--- src/esx_defs.svh ---
// Constants for the extended skip, table read and XOR execution block
`ifndef ESX_DEFS_SVH
`define ESX_DEFS_SVH

`define ESX_BYTE_W       8
`define ESX_WORD_W       16
`define ESX_PAGE_W       4
`define ESX_ZERO_BYTE    8'h00
`define ESX_RESET_BYTE   8'h00
`define ESX_RESET_PAGE   4'h0
`define ESX_PTR_STEP     8'h01
`define ESX_LOW_LSB      0
`define ESX_HIGH_LSB     8
`define ESX_SKIP_CYCLES  2

`endif

--- src/esx_pkg.sv ---
// Types for the extended skip, table read and XOR execution block
package esx_pkg;

  typedef enum logic [3:0] {
    ESX_OP_NONE,
    ESX_OP_SKIP_ZERO_MOVE_TO_ACC,
    ESX_OP_SKIP_BIT_ZERO,
    ESX_OP_TABLE_READ_CURRENT_PAGE,
    ESX_OP_TABLE_READ_LAST_PAGE,
    ESX_OP_PREINC_TABLE_READ,
    ESX_OP_PREINC_TABLE_READ_LAST_PAGE,
    ESX_OP_XOR_TO_ACCUMULATOR,
    ESX_OP_XOR_TO_MEMORY
  } esx_op_t;

  typedef enum logic [1:0] {
    ESX_ST_IDLE,
    ESX_ST_SKIP_DUMMY,
    ESX_ST_TABLE_WAIT
  } esx_state_t;

endpackage : esx_pkg

--- src/esx_exec.sv ---
// Execution unit for extended skip, table read and XOR instructions
// What this block does
// RL1: Zero-move skip copies byte to accumulator, skips zero
// RL2: Taken skip inserts dummy cycle, two cycles total
// RL3: False skip condition continues with next instruction
// RL4: Bit-test skip skips when selected bit is zero
// RL5: Current-page read splits word to memory, latch
// RL6: Last-page read splits word to memory, latch
// RL7: Incrementing read bumps low pointer, uses both pointers
// RL8: Incrementing last-page read bumps pointer, reads last page
// RL9: XOR to accumulator, only zero flag changes
// RL10: XOR to memory, only zero flag changes
// RL11: Zero flag from XOR result; others keep flags
`timescale 1ns/100ps
`default_nettype none
`include "esx_defs.svh"

module esx_exec
  import esx_pkg::*;
#(
  parameter int BYTE_W = `ESX_BYTE_W,
  parameter int WORD_W = `ESX_WORD_W,
  parameter int PAGE_W = `ESX_PAGE_W
) (
  input  wire logic              i_clk_sys,
  input  wire logic              i_rst_b,
  input  wire logic              i_op_valid,
  input  wire esx_op_t           i_op_code,
  input  wire logic [2:0]        i_bit_sel,
  input  wire logic [BYTE_W-1:0] i_mem_rdata,
  input  wire logic [PAGE_W-1:0] i_pc_page,
  input  wire logic              i_ptr_low_we,
  input  wire logic [BYTE_W-1:0] i_ptr_low_wdata,
  input  wire logic              i_ptr_high_we,
  input  wire logic [PAGE_W-1:0] i_ptr_high_wdata,
  input  wire logic              i_acc_we,
  input  wire logic [BYTE_W-1:0] i_acc_wdata,
  input  wire logic [WORD_W-1:0] i_pm_rdata,
  output logic                   o_busy,
  output logic                   o_dummy,
  output logic                   o_skip,
  output logic                   o_pm_rd,
  output logic [PAGE_W+BYTE_W-1:0] o_pm_addr,
  output logic                   o_mem_we,
  output logic [BYTE_W-1:0]      o_mem_wdata,
  output logic [BYTE_W-1:0]      o_accumulator,
  output logic                   o_zero_flag,
  output logic [BYTE_W-1:0]      o_table_pointer_low,
  output logic [PAGE_W-1:0]      o_table_pointer_high,
  output logic [BYTE_W-1:0]      o_table_high_byte_latch
);

  // ****************************************
  // Decode helpers
  // ****************************************
  function automatic logic is_table_op(input esx_op_t op);
    is_table_op = (op == ESX_OP_TABLE_READ_CURRENT_PAGE) ||
                  (op == ESX_OP_TABLE_READ_LAST_PAGE) ||
                  (op == ESX_OP_PREINC_TABLE_READ) ||
                  (op == ESX_OP_PREINC_TABLE_READ_LAST_PAGE);
  endfunction : is_table_op

  function automatic logic is_preinc_op(input esx_op_t op);
    is_preinc_op = (op == ESX_OP_PREINC_TABLE_READ) ||
                   (op == ESX_OP_PREINC_TABLE_READ_LAST_PAGE);
  endfunction : is_preinc_op

  function automatic logic is_last_page_op(input esx_op_t op);
    is_last_page_op = (op == ESX_OP_TABLE_READ_LAST_PAGE) ||
                      (op == ESX_OP_PREINC_TABLE_READ_LAST_PAGE);
  endfunction : is_last_page_op

  // ****************************************
  // Issue and combinational results
  // ****************************************
  esx_state_t        state_reg;
  logic              issue;
  logic              skip_cond;
  logic [BYTE_W-1:0] xor_result;
  logic [BYTE_W-1:0] ptr_low_next;
  logic [PAGE_W-1:0] page_sel;

  assign o_busy     = (state_reg != ESX_ST_IDLE);
  assign o_dummy    = (state_reg == ESX_ST_SKIP_DUMMY);
  assign issue      = i_op_valid && !o_busy;
  assign xor_result = o_accumulator ^ i_mem_rdata;

  always_comb begin
    skip_cond = 1'b0;
    case (i_op_code)
      ESX_OP_SKIP_ZERO_MOVE_TO_ACC: begin
        skip_cond = (i_mem_rdata == `ESX_ZERO_BYTE); // see RL1
      end
      ESX_OP_SKIP_BIT_ZERO: begin
        skip_cond = !i_mem_rdata[i_bit_sel]; // see RL4
      end
      default: begin
        skip_cond = 1'b0;
      end
    endcase
  end

  // Pre-increment feeds the address in the same issue cycle
  assign ptr_low_next = is_preinc_op(i_op_code) ?
                        o_table_pointer_low + `ESX_PTR_STEP :
                        o_table_pointer_low; // see RL7 see RL8

  always_comb begin
    if (is_last_page_op(i_op_code)) begin
      page_sel = '1; // see RL6 see RL8
    end else if (i_op_code == ESX_OP_PREINC_TABLE_READ) begin
      page_sel = o_table_pointer_high; // see RL7
    end else begin
      page_sel = i_pc_page; // see RL5
    end
  end

  // ****************************************
  // Sequencer
  // ****************************************
  always_ff @(posedge i_clk_sys) begin
    if (!i_rst_b) begin
      state_reg <= ESX_ST_IDLE;
    end else begin
      case (state_reg)
        ESX_ST_IDLE: begin
          if (issue && skip_cond) begin
            state_reg <= ESX_ST_SKIP_DUMMY; // see RL2
          end else if (issue && is_table_op(i_op_code)) begin
            state_reg <= ESX_ST_TABLE_WAIT;
          end
        end
        ESX_ST_SKIP_DUMMY: begin
          state_reg <= ESX_ST_IDLE;
        end
        ESX_ST_TABLE_WAIT: begin
          state_reg <= ESX_ST_IDLE;
        end
        default: begin
          state_reg <= ESX_ST_IDLE;
        end
      endcase
    end
  end

  // Skip pulse marks the instruction to be discarded
  always_ff @(posedge i_clk_sys) begin
    if (!i_rst_b) begin
      o_skip <= 1'b0;
    end else begin
      o_skip <= issue && skip_cond; // see RL2 see RL3
    end
  end

  // ****************************************
  // Program memory access
  // ****************************************
  always_ff @(posedge i_clk_sys) begin
    if (!i_rst_b) begin
      o_pm_rd   <= 1'b0;
      o_pm_addr <= '0;
    end else begin
      o_pm_rd <= issue && is_table_op(i_op_code);
      if (issue && is_table_op(i_op_code)) begin
        o_pm_addr <= {page_sel, ptr_low_next}; // see RL5 see RL6
      end
    end
  end

  // ****************************************
  // Table pointers and high byte latch
  // ****************************************
  always_ff @(posedge i_clk_sys) begin
    if (!i_rst_b) begin
      o_table_pointer_low <= `ESX_RESET_BYTE;
    end else if (issue && is_preinc_op(i_op_code)) begin
      o_table_pointer_low <= ptr_low_next; // see RL7 see RL8
    end else if (i_ptr_low_we) begin
      o_table_pointer_low <= i_ptr_low_wdata;
    end
  end

  always_ff @(posedge i_clk_sys) begin
    if (!i_rst_b) begin
      o_table_pointer_high <= `ESX_RESET_PAGE;
    end else if (i_ptr_high_we) begin
      o_table_pointer_high <= i_ptr_high_wdata;
    end
  end

  always_ff @(posedge i_clk_sys) begin
    if (!i_rst_b) begin
      o_table_high_byte_latch <= `ESX_RESET_BYTE;
    end else if (state_reg == ESX_ST_TABLE_WAIT) begin
      o_table_high_byte_latch <= i_pm_rdata[`ESX_HIGH_LSB +: BYTE_W]; // see RL5 see RL6
    end
  end

  // ****************************************
  // Data memory write port
  // ****************************************
  always_ff @(posedge i_clk_sys) begin
    if (!i_rst_b) begin
      o_mem_we    <= 1'b0;
      o_mem_wdata <= `ESX_RESET_BYTE;
    end else if (state_reg == ESX_ST_TABLE_WAIT) begin
      o_mem_we    <= 1'b1;
      o_mem_wdata <= i_pm_rdata[`ESX_LOW_LSB +: BYTE_W]; // see RL7 see RL8
    end else if (issue && i_op_code == ESX_OP_XOR_TO_MEMORY) begin
      o_mem_we    <= 1'b1;
      o_mem_wdata <= xor_result; // see RL10
    end else begin
      o_mem_we    <= 1'b0;
    end
  end

  // ****************************************
  // Accumulator and zero flag
  // ****************************************
  always_ff @(posedge i_clk_sys) begin
    if (!i_rst_b) begin
      o_accumulator <= `ESX_RESET_BYTE;
    end else if (issue && i_op_code == ESX_OP_SKIP_ZERO_MOVE_TO_ACC) begin
      o_accumulator <= i_mem_rdata; // see RL1
    end else if (issue && i_op_code == ESX_OP_XOR_TO_ACCUMULATOR) begin
      o_accumulator <= xor_result; // see RL9
    end else if (i_acc_we) begin
      o_accumulator <= i_acc_wdata;
    end
  end

  always_ff @(posedge i_clk_sys) begin
    if (!i_rst_b) begin
      o_zero_flag <= 1'b0;
    end else if (issue && (i_op_code == ESX_OP_XOR_TO_ACCUMULATOR ||
                           i_op_code == ESX_OP_XOR_TO_MEMORY)) begin
      o_zero_flag <= (xor_result == `ESX_ZERO_BYTE); // see RL11
    end
  end
endmodule : esx_exec

`default_nettype wire

--- config.mk ---
export PLATFORM = sky130hd
export DESIGN_NAME = esx_exec
export DESIGN_NICKNAME = d
export VERILOG_FILES = /design/src/esx_pkg.sv /design/src/esx_exec.sv
export VERILOG_INCLUDE_DIRS = /design/src
export SDC_FILE = /design/constraint.sdc
export NUM_CORES = 1
export LEC_CHECK = 0
export BUFFER_PORTS_ARGS = -buffer_cell sky130_fd_sc_hd__buf_2
export CORE_MARGIN = 3
export CORE_UTILIZATION = 49
export CTS_CLUSTER_DIAMETER = 120
export CTS_CLUSTER_SIZE = 12
export DETAILED_ROUTE_END_ITERATION = 10
export PLACE_DENSITY = 0.86
export SYNTH_ARGS = -nofsm -noshare
export SYNTH_HDL_FRONTEND = slang
export SYNTH_SLANG_ARGS = --single-unit
export TNS_END_PERCENT = 100
--- constraint.sdc ---
create_clock -name i_clk_sys -period 2.25 [get_ports i_clk_sys]
set_clock_uncertainty 0.15 [all_clocks]
set_input_delay 0.5625 -clock i_clk_sys [delete_from_list [all_inputs] [get_ports i_clk_sys]]
set_output_delay 0.5625 -clock i_clk_sys [all_outputs]
set_load 0.1 [all_outputs]
* Word-level counts from Yosys, hierarchy flattened
Cells that the tools add are included.
** Operators by class
- Add/subtract/negate cells :: 1
- Equal/unequal tests :: 10
- $lt $le $gt $ge :: 1
- Bitwise operators :: 3
- Shift operators :: 0
- Mux-type cells :: 17
- Div/mod/pow operators :: 0
- Multiply operators :: 0
- Reduce and logical (&&, ||, !) cells :: 26
** Operator list (count)
- $mux W8 :: 8
- $eq A4 B3 Y1 const B :: 4
- $logic_not A8 Y1 :: 2
- $add A8 B1 Y8 const B :: 1
- $eq A4 B2 Y1 const B :: 2
- $logic_and A1 B1 Y1 :: 8
- $mux W4 :: 2
- $reduce_bool A2 Y1 :: 4
- $xor A8 B8 Y8 :: 1
- $logic_or A1 B1 Y1 :: 6
- $mux W1 :: 5
- $eq A4 B1 Y1 const B :: 1
- $eq A4 B4 Y1 const B :: 1
- $lt A3 B4 Y1 const B :: 1
- $bmux W1 S3 :: 1
- $reduce_bool A3 Y1 :: 1
- $reduce_or A3 Y1 :: 1
- $eq A2 B1 Y1 const B :: 1
- $eq A2 B2 Y1 const B :: 1
- $logic_not A1 Y1 :: 2
- $logic_not A2 Y1 :: 1
- $not A1 Y1 :: 2
- $pmux W1 S2 :: 1
- $reduce_and A2 Y1 :: 1
** Storage, ports and cells
- Memories :: 0
- Latch bits :: 0
- ROM bits :: 0
- Bits in registers :: 54
- Memory bits (writable) :: 0

* Logic depth before layout (Yosys ltp)
- Depth in word-level cells :: 7
- Depth in mapped cells :: 6
- Depth with buffers taken out :: 5

* Worst setup path before layout
Ideal clock, no wire load.
- Path kind :: reg2out
- Start :: reg state_reg[0]
- End :: out o_dummy
- Data required time :: 1.537 ns
- Cell stages (with the launch flop) :: 2
- Arrival time :: 1.720 ns
- Path slack :: -0.182 ns
- Buffers on the path :: 0
- Cell sequence :: dfxtp_1 nor2b_1
** On the way
- Cells in the longest elaborated chain, start to end :: 1
** Ends and longest elaborated chain
- from (decl) :: RTL line esx_exec.sv:76 : esx_state_t state_reg;
- from (signal assigned) :: RTL line esx_exec.sv:123 : state_reg <= ESX_ST_IDLE;
- from (signal assigned) :: RTL line esx_exec.sv:128 : state_reg <= ESX_ST_SKIP_DUMMY;
- from (signal assigned) :: RTL line esx_exec.sv:130 : state_reg <= ESX_ST_TABLE_WAIT;
- $eq A2 B1 Y1 :: RTL line esx_exec.sv:84 : assign o_dummy = (state_reg == ESX_ST_SKIP_DUMMY);
- to (decl) :: RTL line esx_exec.sv:40 : output logic o_dummy,
Every way passes these cells.

* Final worst setup path
Ends and elaborated chain as after synthesis.

==> impl_metrics.yaml <==
worst_setup_path:
  cp.arrival_ns: 1.33
  startpoint_type: "flip-flop"
  crit_path_kind: "reg -> out"
  reg2reg_to: "o_pm_addr[1]$_SDFFE_PN0P_"
  worst_r2r_path_depth: 6
  critical_path_required_ns: 1.54
  worst-path-max-fanout: 6
  worstReg2RegStart: "state_reg[0]$_SDFFE_PN0P_"
  internal_reg_to_reg_setup_slack_ns: 0.34
  critPathCaptureType: "primary output"
final_layout:
  diodes: 0
  final_layout_size_suffix_gt1_share_pct: 34.8
  largest_reg_flops: 12
  design.final.nets: 526
  final_core_utilization_pct: 65.5
  multiInputGateArea_sq_um: 1700
  fillCellCount: 503
  top_register: "o_pm_addr"
  area_growth_pct: 26.1
  seqCellArea_sq_um: 1090
die:
  fp-row-count: 27
  dieHeight_um: 83.6
  fp.dieW_um: 83.6
  start_util_pct: 52.0
  die_area_sq_um: 6990
  io-pin-count: 115
  placeable_core_region_sq_um: 5680
logic_synthesis:
  post_synthesis_register_bit_count: 54
  synth-edff-count: 0
  synth_sequential_area_ratio_pct: 36.6
  synth_area_leaders: "dfxtp_1 (37%), a21oi_1 (8.8%), nand2_1 (5.5%), nand3b_1 (3.6%), xor2_1 (3.0%)"
  yosysWarningCount: 0
  share_of_flip_flops_with_an_asynchronous_set_or_reset_after_synthesis_pct: 0
  post_synth.cell_area_avg_sq_um: 8.31
  prevailing_post_synth_register_cell: "dfxtp_1"
  synth_fp_nets: 417
  netlist_area_sq_um: 2950
  post_synth_inst_count: 355
  post-synth-top-area-fraction_pct: 36.6
  synthDistinctLibCells: 54
  yosysTopAreaCell: "dfxtp_1"
clocking:
  cts_post_setup_buffers_inserted: 0
  cts_buffers: 5
  ctsHtreeMaxLevel: 2
  path_clk_slew_ns: 0.10
  clk_root_buffer_cell: "clkbuf_8"
  post_cts_resize_count: 0
  clock_sinks: 54
  hold_buffer_count_at_cts: 0
  clock_tree_from_tritoncts: "built"
  clockBufferDepth: 2
  clk_latency_ns: 0.31
global_route:
  grt_first_pass_wirelength_um: 13800
  grt_overflow: 0
  grt_max_degree: 34
  grt_pass1_vias: 2900
  antenna_found_initial: 0
  global_route.usage.total_pct: 23.3
sta:
  totalNegativeSetupSlack_ns: 0
  layout_worst_path_cycle_share_pct: 90.6
  final.min_clock_period_ns: 2.04
  maxClockFrequency_ghz: 0.491
  setup_violators_final: 0
  grt_setup_unrepaired: "false"
  fin_worst_hold_slack_ns: 0.307
  timing.max_slew.rel_slack_pct: 67.1
  tightest_slew_ns: 0.488
  slew_violations: 0
  final-hold-violation-count: 0
route:
  routed-via-count: 3058
  drt_wl_total_um: 8210
  met2_wirelength_um: 3690
  detail_route.vias_per_cell: 5.69
  detail_route.wl_per_cell_um: 15.3
  route.detailed.drc: 0
  postRouteAntennaNets: 0
  routed-wl-met3_um: 736
  initialDrtViolationCount: 140
  highest_layer: "met4"
  met1_routed_length_um: 3670
  dr.pass1.iters: 4
hold_path:
  hp-start: "o_table_high_byte_latch[6]$_SDFFE_PN0P_"
  worstHoldPathType: "reg -> reg"
  whs_path_depth: 2
  timing.hold.worst_endpoint: "o_table_high_byte_latch[6]$_SDFFE_PN0P_"
status:
  result_of_the_run: "finished, final reports clean"
placement:
  port_buffers: 114
  gp_congestion: 0.895
  detailed_place_hpwl_um: 6200
power_and_ir_drop:
  power_leakage_uw: 0.00160
  power_density_nw_per_um2: 624
  irDropWorstVdd_v: 0.000303
flow_run:
  number_of_max_cap_violations: 0
==> synth_stat cells (6+ instances only) <==
cell and n:
a21oi_1 52, a31oi_1 10, clkbuf_1 12, dfxtp_1 54
inv_1 9, mux2i_1 8, nand2_1 43, nand2b_1 7
nand3_1 8, nand3b_1 14, nor2_1 11, nor3_1 12
nor4_1 7, o21ai_0 14, or3_1 9, xnor2_1 6
xor2_1 10
==> through the flow <==
step                area [sq um]  total power [uW]  instances  setup WS, ns
floorplan                   2960              1610        355        0.0161
global placement            3630              1780        529        0.0518
detailed placement          3630              1790        529        0.0140
CTS                         3720              2320        537         0.216
global route                3720              2420        537         0.142
finish                      3720              2320        537         0.211
==> routing by layer <==
metal	track usage, %	vias to the layer above
li1	-	1509
met3	4.24	10
met5	0	-
met1	32.8	1404
met4	7.89	0
met2	35.7	135
==> cells by family (layout without fill, tap and decap cells) <==
family | Yosys count | count (layout) | share of synthesized area, %
adder cells (fa/ha/maj) | 1 | 1 | 0.424
buffers and inverters | 36 | 146 | 6.06
XOR/XNOR | 16 | 16 | 4.75
flip-flops | 54 | 54 | 36.6
AO/OA/AOI/OAI | 101 | 101 | 21.3
AND/OR/NAND/NOR | 136 | 136 | 26.2
multiplexers | 11 | 11 | 4.62
==> power by group <==
group	internal [uW]	total [uW]	switching [uW]
Sequential	1000	1050	47.3
Clock	221	550	329
Combinational	189	720	531
Total	1410	2320	907
==> how the worst max path moves through the flow <==
| stage | from | endpoint | depth (start not counted) |
|---|---|---|---|
| floorplan | o_accumulator[1]$_SDFFE_PN0P_ | o_zero_flag$_SDFFE_PN0P_ | 4 |
| global placement | i_op_code[2] | o_accumulator[6]$_SDFFE_PN0P_ | 5 |
| detailed placement | i_op_code[2] | o_accumulator[3]$_SDFFE_PN0P_ | 5 |
| CTS | state_reg[1]$_SDFFE_PP0P_ | o_busy | 2 |
| global route | state_reg[0]$_SDFFE_PN0P_ | o_dummy | 2 |
| finish | state_reg[0]$_SDFFE_PN0P_ | o_dummy | 2 |
==> layout by cell type, fill, tap and decap left out, types with 3 or more instances in the layout <==
master    count
buf_2       114
a21oi_1      52
dfxtp_1      46
nand2_1      43
o21ai_0      14
nand3b_1     14
nor3_1       12
buf_4        12
nor2_1       11
xor2_1       10
a31oi_1      10
inv_1         9
or3_1         9
nand3_1       8
mux2i_1       8
dfxtp_2       8
nand2b_1      7
nor4_1        7
xnor2_1       6
o221a_2       5
clkbuf_8      5
o221ai_1      4
and3_1        4
buf_12        3
==> critical path: stages (launching register included) <==
cell	delay, ns
dfxtp_1	0.43
nor2b_2	0.16
buf_2	0.43
==> final cells by class <==
type | instances | area share, %
inverter | 9 | 0.908
clock inverter | 2 | 0.370
timing repair buffer | 129 | 19.4
multi-input combinational | 265 | 45.6
clock buffer | 6 | 1.95
tap | 72 | 2.42
sequential | 54 | 29.3
(Power assumes the default switching activity.)
